**src/rtl/ubrg_pkg.sv**
```systemverilog
// Package with register map, field positions and constants of the baud-rate generator.
package ubrg_pkg;

  // Register byte addresses on the APB bus.
  localparam logic [7:0] UBRG_CTRL_OFFS = 8'h00;
  localparam logic [7:0] UBRG_T1_OFFS = 8'h04;
  localparam logic [7:0] UBRG_T2_RELOAD_OFFS = 8'h08;
  localparam logic [7:0] UBRG_T2_COUNT_OFFS = 8'h0c;
  localparam logic [7:0] UBRG_STATUS_OFFS = 8'h10;

  // Field positions in the control register.
  localparam int UBRG_MODE_LSB = 0;
  localparam int UBRG_RATE_DOUBLE_POS = 2;
  localparam int UBRG_TX_CLOCK_SELECT_POS = 3;
  localparam int UBRG_RX_CLOCK_SELECT_POS = 4;
  localparam int UBRG_T1_RUN_POS = 5;
  localparam int UBRG_T2_RUN_POS = 6;
  localparam int UBRG_T2_COUNTER_SELECT_POS = 7;

  // Values after reset.
  localparam logic [7:0] UBRG_CTRL_RESET = 8'h00;
  localparam logic [7:0] UBRG_BYTE_RESET = 8'h00;
  localparam logic [15:0] UBRG_WORD_RESET = 16'h0000;

  // Fixed divisions of the oscillator.
  localparam int UBRG_MODE0_DIV = 12;
  localparam int UBRG_T1_PRESCALE = 12;
  localparam int UBRG_T2_PRESCALE = 2;
  localparam int UBRG_MODE2_SAMPLE_DIV = 2;
  localparam logic [3:0] UBRG_OVERSAMPLE_LAST = 4'hf;

  typedef enum logic [1:0] {
    UBRG_MODE_SHIFT,
    UBRG_MODE_8BIT_VAR,
    UBRG_MODE_9BIT_FIXED,
    UBRG_MODE_9BIT_VAR
  } ubrg_mode_t;

endpackage

```
**src/rtl/ubrg_top.sv**
```systemverilog
// Baud-rate generator: timer 1, timer 2 baud mode, fixed divisions and APB register file.
`timescale 1ns/1ps

// Notes on behaviour
// - Mode 0 bit clock is oscillator over 12.
// - Mode 2 rate osc/32, doubled by rate bit.
// - Modes 1 and 3 use timer overflows.
// - Timer 1 rate: overflow over 32, doubling option.
// - Timer 1 overflows every 12*(256-reload) cycles.
// - Timer 2 rate: overflow over 16, no doubling.
// - Timer 2 reloads only with both selects set.
// - Timer 2 overflow reloads whole 16-bit count.
// - Timer 2 counts oscillator divided by two.
// - Reload bytes form one unsigned 16-bit value.
// - Baud overflow never sets timer 2 flag.
// - Timer 2 counts clocks or external events.
// - In modes 1 and 3 each direction picks source from its select.
module ubrg_top (
  input wire logic clk_i,
  input wire logic rst_n_i,
  input wire logic psel_i,
  input wire logic penable_i,
  input wire logic pwrite_i,
  input wire logic [7:0] paddr_i,
  input wire logic [31:0] pwdata_i,
  output logic [31:0] prdata_o,
  output logic pready_o,
  output logic pslverr_o,
  input wire logic t2_event_pin_i,
  output logic [1:0] serial_mode_o,
  output logic tx_tick16_o,
  output logic rx_tick16_o,
  output logic mode0_bit_tick_o
);
  import ubrg_pkg::*;

  ////////////////////////////////////////////////////////////////////////////
  // Register file state.
  logic [7:0] ctrl_reg, ctrl_next;
  logic [7:0] t1_reload_byte_reg, t1_reload_byte_next;
  logic [7:0] t1_count_byte_reg, t1_count_byte_next;
  logic [7:0] t2_reload_high_reg, t2_reload_high_next;
  logic [7:0] t2_reload_low_reg, t2_reload_low_next;
  logic [15:0] t2_count_reg, t2_count_next;
  logic [31:0] prdata_reg, prdata_next;
  logic pready_reg, pready_next;
  logic pslverr_reg, pslverr_next;

  ////////////////////////////////////////////////////////////////////////////
  // Prescalers and rate dividers.
  logic [3:0] osc12_cnt_reg, osc12_cnt_next;
  logic osc2_cnt_reg, osc2_cnt_next;
  logic mode2_cnt_reg, mode2_cnt_next;
  logic t1_half_reg, t1_half_next;
  logic [1:0] ev_sync_reg, ev_sync_next;
  logic ev_prev_reg, ev_prev_next;
  logic tx_tick_reg, tx_tick_next;
  logic rx_tick_reg, rx_tick_next;
  logic m0_tick_reg, m0_tick_next;
  logic [1:0] mode_reg, mode_next;

  logic osc12_pulse, osc2_pulse, ev_pulse, t2_inc, t1_ovf, t2_ovf, t1_tick16, t2_tick16, m2_tick16;
  logic baud_mode, acc_wr, acc_rd;

  function automatic logic is_mapped(input logic [7:0] a);
    is_mapped = (a == UBRG_CTRL_OFFS) || (a == UBRG_T1_OFFS) || (a == UBRG_T2_RELOAD_OFFS) ||
                (a == UBRG_T2_COUNT_OFFS) || (a == UBRG_STATUS_OFFS);
  endfunction

  assign acc_wr = psel_i && penable_i && pwrite_i && !pready_reg;
  assign acc_rd = psel_i && penable_i && !pwrite_i && !pready_reg;
  assign baud_mode = ctrl_reg[UBRG_TX_CLOCK_SELECT_POS] && ctrl_reg[UBRG_RX_CLOCK_SELECT_POS];

  assign osc12_pulse = (osc12_cnt_reg == 4'(UBRG_MODE0_DIV - 1));
  assign osc2_pulse = osc2_cnt_reg;
  assign ev_pulse = ev_prev_reg && !ev_sync_reg[1];
  assign t2_inc = ctrl_reg[UBRG_T2_RUN_POS] &&
                  (ctrl_reg[UBRG_T2_COUNTER_SELECT_POS] ? ev_pulse : osc2_pulse);
  assign t1_ovf = ctrl_reg[UBRG_T1_RUN_POS] && osc12_pulse && (t1_count_byte_reg == 8'hff);
  assign t2_ovf = t2_inc && (t2_count_reg == 16'hffff);
  // Timer 1 overflow over 32 is a 16x tick every other overflow unless doubled.
  assign t1_tick16 = t1_ovf && (ctrl_reg[UBRG_RATE_DOUBLE_POS] || t1_half_reg);
  assign t2_tick16 = t2_ovf;
  assign m2_tick16 = ctrl_reg[UBRG_RATE_DOUBLE_POS] || mode2_cnt_reg;

  ////////////////////////////////////////////////////////////////////////////
  // Next-state logic.
  always_comb begin
    ctrl_next = ctrl_reg;
    t1_reload_byte_next = t1_reload_byte_reg;
    t1_count_byte_next = t1_count_byte_reg;
    t2_reload_high_next = t2_reload_high_reg;
    t2_reload_low_next = t2_reload_low_reg;
    t2_count_next = t2_count_reg;
    prdata_next = prdata_reg;
    pready_next = psel_i && penable_i && !pready_reg;
    pslverr_next = 1'b0;
    osc12_cnt_next = osc12_pulse ? 4'h0 : osc12_cnt_reg + 4'h1;
    osc2_cnt_next = ~osc2_cnt_reg;
    mode2_cnt_next = ~mode2_cnt_reg;
    t1_half_next = t1_ovf ? ~t1_half_reg : t1_half_reg;
    ev_sync_next = {ev_sync_reg[0], t2_event_pin_i};
    ev_prev_next = ev_sync_reg[1];
    mode_next = ctrl_reg[UBRG_MODE_LSB +: 2];

    // Timer 1 in 8-bit auto-reload: count byte reloads from the reload byte.
    if (ctrl_reg[UBRG_T1_RUN_POS] && osc12_pulse) begin
      t1_count_byte_next = t1_ovf ? t1_reload_byte_reg : t1_count_byte_reg + 8'h01;
    end
    // Timer 2 in baud mode: overflow reloads 16 bits; no overflow flag exists here.
    if (t2_inc) begin
      t2_count_next = (t2_ovf && baud_mode) ? {t2_reload_high_reg, t2_reload_low_reg}
                                            : t2_count_reg + 16'h0001;
    end

    if (acc_wr) begin
      if (!is_mapped(paddr_i)) begin
        pslverr_next = 1'b1;
      end
      case (paddr_i)
        UBRG_CTRL_OFFS: ctrl_next = pwdata_i[7:0];
        UBRG_T1_OFFS: begin
          t1_reload_byte_next = pwdata_i[15:8];
          t1_count_byte_next = pwdata_i[7:0];
        end
        UBRG_T2_RELOAD_OFFS: begin
          t2_reload_high_next = pwdata_i[15:8];
          t2_reload_low_next = pwdata_i[7:0];
        end
        UBRG_T2_COUNT_OFFS: t2_count_next = pwdata_i[15:0];
        default: ;
      endcase
    end
    if (acc_rd) begin
      pslverr_next = !is_mapped(paddr_i);
      case (paddr_i)
        UBRG_CTRL_OFFS: prdata_next = {24'h000000, ctrl_reg};
        UBRG_T1_OFFS: prdata_next = {16'h0000, t1_reload_byte_reg, t1_count_byte_reg};
        UBRG_T2_RELOAD_OFFS: prdata_next = {16'h0000, t2_reload_high_reg, t2_reload_low_reg};
        UBRG_T2_COUNT_OFFS: prdata_next = {16'h0000, t2_count_reg};
        UBRG_STATUS_OFFS: prdata_next = {29'h00000000, baud_mode, t1_half_reg, mode2_cnt_reg};
        default: prdata_next = 32'h00000000;
      endcase
    end

    // Each direction picks its 16x tick from the mode and its own select bit.
    m0_tick_next = 1'b0;
    tx_tick_next = 1'b0;
    rx_tick_next = 1'b0;
    case (ubrg_mode_t'(ctrl_reg[UBRG_MODE_LSB +: 2]))
      UBRG_MODE_SHIFT: m0_tick_next = osc12_pulse;
      UBRG_MODE_9BIT_FIXED: begin
        tx_tick_next = m2_tick16;
        rx_tick_next = m2_tick16;
      end
      UBRG_MODE_8BIT_VAR, UBRG_MODE_9BIT_VAR: begin
        tx_tick_next = ctrl_reg[UBRG_TX_CLOCK_SELECT_POS] ? t2_tick16 : t1_tick16;
        rx_tick_next = ctrl_reg[UBRG_RX_CLOCK_SELECT_POS] ? t2_tick16 : t1_tick16;
      end
      default: ;
    endcase
  end

  ////////////////////////////////////////////////////////////////////////////
  // State registers.
  always_ff @(posedge clk_i) begin
    if (!rst_n_i) begin
      ctrl_reg <= UBRG_CTRL_RESET;
      t1_reload_byte_reg <= UBRG_BYTE_RESET;
      t1_count_byte_reg <= UBRG_BYTE_RESET;
      t2_reload_high_reg <= UBRG_BYTE_RESET;
      t2_reload_low_reg <= UBRG_BYTE_RESET;
      t2_count_reg <= UBRG_WORD_RESET;
      prdata_reg <= 32'h00000000;
      pready_reg <= 1'b0;
      pslverr_reg <= 1'b0;
      osc12_cnt_reg <= 4'h0;
      osc2_cnt_reg <= 1'b0;
      mode2_cnt_reg <= 1'b0;
      t1_half_reg <= 1'b0;
      ev_sync_reg <= 2'h0;
      ev_prev_reg <= 1'b0;
      tx_tick_reg <= 1'b0;
      rx_tick_reg <= 1'b0;
      m0_tick_reg <= 1'b0;
      mode_reg <= 2'h0;
    end else begin
      ctrl_reg <= ctrl_next;
      t1_reload_byte_reg <= t1_reload_byte_next;
      t1_count_byte_reg <= t1_count_byte_next;
      t2_reload_high_reg <= t2_reload_high_next;
      t2_reload_low_reg <= t2_reload_low_next;
      t2_count_reg <= t2_count_next;
      prdata_reg <= prdata_next;
      pready_reg <= pready_next;
      pslverr_reg <= pslverr_next;
      osc12_cnt_reg <= osc12_cnt_next;
      osc2_cnt_reg <= osc2_cnt_next;
      mode2_cnt_reg <= mode2_cnt_next;
      t1_half_reg <= t1_half_next;
      ev_sync_reg <= ev_sync_next;
      ev_prev_reg <= ev_prev_next;
      tx_tick_reg <= tx_tick_next;
      rx_tick_reg <= rx_tick_next;
      m0_tick_reg <= m0_tick_next;
      mode_reg <= mode_next;
    end
  end

  assign prdata_o = prdata_reg;
  assign pready_o = pready_reg;
  assign pslverr_o = pslverr_reg;
  assign tx_tick16_o = tx_tick_reg;
  assign rx_tick16_o = rx_tick_reg;
  assign mode0_bit_tick_o = m0_tick_reg;
  assign serial_mode_o = mode_reg;

endmodule

```
**config.mk**
```make
export PLATFORM = sky130hd
export DESIGN_NAME = ubrg_top
export DESIGN_NICKNAME = d
export VERILOG_FILES = /design/src/rtl/ubrg_pkg.sv /design/src/rtl/ubrg_top.sv
export SDC_FILE = /design/constraint.sdc
export NUM_CORES = 1
export LEC_CHECK = 0
export BUFFER_PORTS_ARGS = -buffer_cell sky130_fd_sc_hd__buf_2
export CAP_MARGIN = 20
export CORE_MARGIN = 2
export CORE_UTILIZATION = 45
export DETAILED_ROUTE_END_ITERATION = 6
export PLACE_DENSITY_LB_ADDON = 0.2
export SYNTH_ARGS = -nofsm -noshare
export SYNTH_HDL_FRONTEND = slang
export SYNTH_SLANG_ARGS = --single-unit
```
**constraint.sdc**
```tcl
create_clock -name clk_i -period 2 [get_ports clk_i]
set_clock_uncertainty 0.2 [all_clocks]
set_input_delay 0.4 -clock clk_i [delete_from_list [all_inputs] [get_ports clk_i]]
set_output_delay 0.4 -clock clk_i [all_outputs]
set_load 0.01 [all_outputs]
```
==> impl_metrics.env <==
export IMPL_drt_wirelength_per_cell_microns=17.7
export IMPL_whs_path_depth=2
export IMPL_synth_most_common_cell="dfxtp_1"
export IMPL_worstSetupStartpointType="register"
export IMPL_ff2ff_setup_slack_ns=0.06
export IMPL_cts_tree="yes"
export IMPL_cellPowerDensity_nw_per_um2=593
export IMPL_yosysTopAreaCell="dfxtp_1"
export IMPL_cts_path_max_buffers=2
export IMPL_num_vias=4214
export IMPL_ctsHtreeMaxLevel=3
export IMPL_outcome="finished, final reports clean"
export IMPL_timing_rr_end="t2_count_reg[0]"
export IMPL_seqPwrFrac_pct=54.6
export IMPL_fillers=942
export IMPL_crit_path_max_incr_delay_ns=0.60
export IMPL_clk_latency_ns=0.38
export IMPL_clkSlewWorstSetupHoldPaths_ns=0.09
export IMPL_muxShareOfSynthArea_pct=11.3
export IMPL_synth_avg_cell_area_sq_um=8.69
export IMPL_place_gp_congestion=0.895
export IMPL_maxSlewHeadroom_pct=51.1
export IMPL_p_clk_share_pct=39.5
export IMPL_ys_flop_type="dfxtp_1"
export IMPL_die_x_microns=105
export IMPL_synth_cell_types=64
export IMPL_synth_edf_count=0
export IMPL_dr_first_iter_drc_count=269
export IMPL_rsz0062_at_grt="yes"
export IMPL_maxCapViolations=0
export IMPL_dr_pass1_iters=4
export IMPL_synthArstFlopShare_pct=0
export IMPL_crit_required_ns=2.08
export IMPL_clock_sinks=89
export IMPL_yosys_area_share_simple_pct=22.4
export IMPL_portBuffers=52
export IMPL_power_switching_share_pct=24.1
export IMPL_grt_pass1_vias=3998
export IMPL_worstPathMaxFanout=4
export IMPL_cts_buffers=9
export IMPL_fin_total_pwr_mw=3.28
export IMPL_drc=0
export IMPL_netlist_area_sq_um=4620
export IMPL_area_delta_synth_final_pct=19.7
export IMPL_ant_nets=0
export IMPL_seq_area_frac_synth_pct=38.5
export IMPL_cp_arrival_ns=2.02
export IMPL_pwr_share_comb_pct=5.8
export IMPL_worst_setup_path_type="register to register"
export IMPL_synth_warnings=0
export IMPL_layout_min_cycle_time_ns=1.94
export IMPL_hold_path_class="input port to register"
export IMPL_die_h_microns=105
export IMPL_netlist_top_cells_area="dfxtp_1 39%, nand2_1 6.0%, mux2i_1 5.4%, a21oi_1 4.7%, o21ai_0 3.7%"
export IMPL_drive_above_1_share_pct=25.7
export IMPL_timing_hold_ws_ns=0.0212
export IMPL_overflow=0
export IMPL_slew_violations=0
export IMPL_reg2reg_depth=5
export IMPL_intPower_mw=2.49
export IMPL_synth_commonest_cells="89 x dfxtp_1, 74 x nand2_1, 43 x a21oi_1"
export IMPL_dpl_instance_area_sq_um=5300
export IMPL_grt_util_all_layers_pct=25.0
export IMPL_worstHoldStart="t2_event_pin_i"
export IMPL_grt_max_degree=48
export IMPL_nNetsFinal=672
export IMPL_vias_per_cell=5.52
export IMPL_hold_viol_final=0
export IMPL_die_area_sq_um=11100
export IMPL_setup_violations=0
export IMPL_rows=37
export IMPL_core_area_sq_um=10100
export IMPL_holdPathEnd="ev_sync_reg[0]"
export IMPL_antenna_cells=0
export IMPL_critPathSlowestCell="or4_4"
export IMPL_fin_util_pct=54.6
export IMPL_synth_top_family_by_area="simple AND/OR/NAND/NOR gates"
export IMPL_synth_seq_cells=89
export IMPL_worstMarginPinSlew_ns=0.730
export IMPL_grt_pass1_wl_microns=21300
export IMPL_fin_crit_sh_pct=96.8
export IMPL_synth_xor_area_share_pct=2.27
export IMPL_vdd_drop_max_mv=0.292
export IMPL_fmax_mhz=517
export IMPL_dp_final_hpwl_microns=9950
export IMPL_antenna_found_initial=0
export IMPL_cts_root_buf="clkbuf_8"
export IMPL_path_cells="nand4_4, or4_4, o211ai_1, o311a_1, o21ai_2"
export IMPL_p_leak_nw=2.35
export IMPL_reg2reg_from="t2_count_reg[8]"
export IMPL_power_switching_uw=790
export IMPL_synth_cells=532
export IMPL_yosysTopAreaCellShare_pct=38.5
export IMPL_cp_end_kind="register"
export IMPL_start_util_pct=45.6
export IMPL_wl_microns=13500
export IMPL_synth_compound_area_share_pct=16.5
export IMPL_final_area_sq_um=5530
export IMPL_synthAdderAreaFrac_pct=0.812
export IMPL_io_pins=85
[through the flow]
step	setup WS [ns]	setup TNS (ns)	instances
after global routing	-0.0254	-0.0371	763
after floorplan	0.0119	0	547
after detailed placement	-0.140	-1.50	746
after CTS	0.0725	0	763
after global placement	-0.0398	-0.494	746
final	0.0643	0	763
[cell usage in the layout (no fill, tap or decap), types with 13 or more instances in the layout]
cell type	n
mux2i_1	25
o21ai_0	34
conb_1	16
buf_4	55
nand2_1	74
nor2_1	40
a21oi_1	43
dfxtp_1	87
nand3_1	19
inv_1	13
buf_2	52
[power groups by stage]
stage                     clock, mW  sequential, mW  combinational, mW
final                          1.30            1.79              0.191
after global routing           1.41            1.80              0.207
after CTS                      1.32            1.79              0.190
after detailed placement          0            1.83              0.190
after global placement            0            1.83              0.187
after floorplan                   0            1.83              0.123
[cell type report]
cell class | instances | area, sq um | share of cell area [%]
inverters | 13 | 48.8 | 0.882
clock buffers | 11 | 151 | 2.74
flip-flops and latches | 89 | 1780 | 32.2
repair buffers | 113 | 785 | 14.2
multi-input cells | 397 | 2540 | 45.9
clock inverters | 4 | 52.6 | 0.950
well taps | 136 | 170 | 3.07
[how the worst max path moves through the flow]
| stage | start | cells after the start | slack [ns] | end |
|---|---|---|---|---|
| 6_report | t2_count_reg[8] | 5 | 0.06 | t2_count_reg[0] |
| 5_1_grt | t2_count_reg[0] | 7 | -0.03 | t2_count_reg[7] |
| 4_1_cts | t2_count_reg[0] | 8 | 0.07 | t2_count_reg[8] |
| 3_5_place_dp | paddr_i[5] | 6 | -0.14 | prdata_o[12] |
| 3_3_place_gp | t2_count_reg[0] | 6 | -0.04 | tx_tick16_o |
| 2_1_floorplan | paddr_i[4] | 8 | 0.01 | t2_reload_high_reg[0] |
[cells by family after synthesis]
logic type / count (synthesis)
compound gates: 125
xor+xnor: 12
fa+ha+maj: 3
buf+inv: 61
flops: 89
mux: 42
other cells: 1
simple gates: 199
[worst max-delay path, delay by kind of cell, from the launching register on]
family,cells,cell delay (ns)
AO/OA/AOI/OAI,3,0.45
flip-flops,1,0.43
AND/OR/NAND/NOR,2,0.76
[metal layers]
metal | wire [microns] | vias to the layer above | part of all wire [%] | GRT usage [%]
li1 | - | 2046 | - | -
met1 | 6250 | 2012 | 46 | 33.3
met2 | 6110 | 133 | 45 | 38.8
met3 | 724 | 23 | 5.4 | 5.38
met4 | 442 | 0 | 3.3 | 11.2
met5 | 0 | - | 0 | 0
[what timing repair did]
action	4_1_cts	5_1_grt
hold endpoints to repair	0	0
gates resized for setup	1	6
gates cloned	0	0
hold buffers	0	0
setup endpoints to repair	3	12
buffers inserted	2	0
pin swaps	1	2
Note: power is estimated with default switching activity, not from simulation.
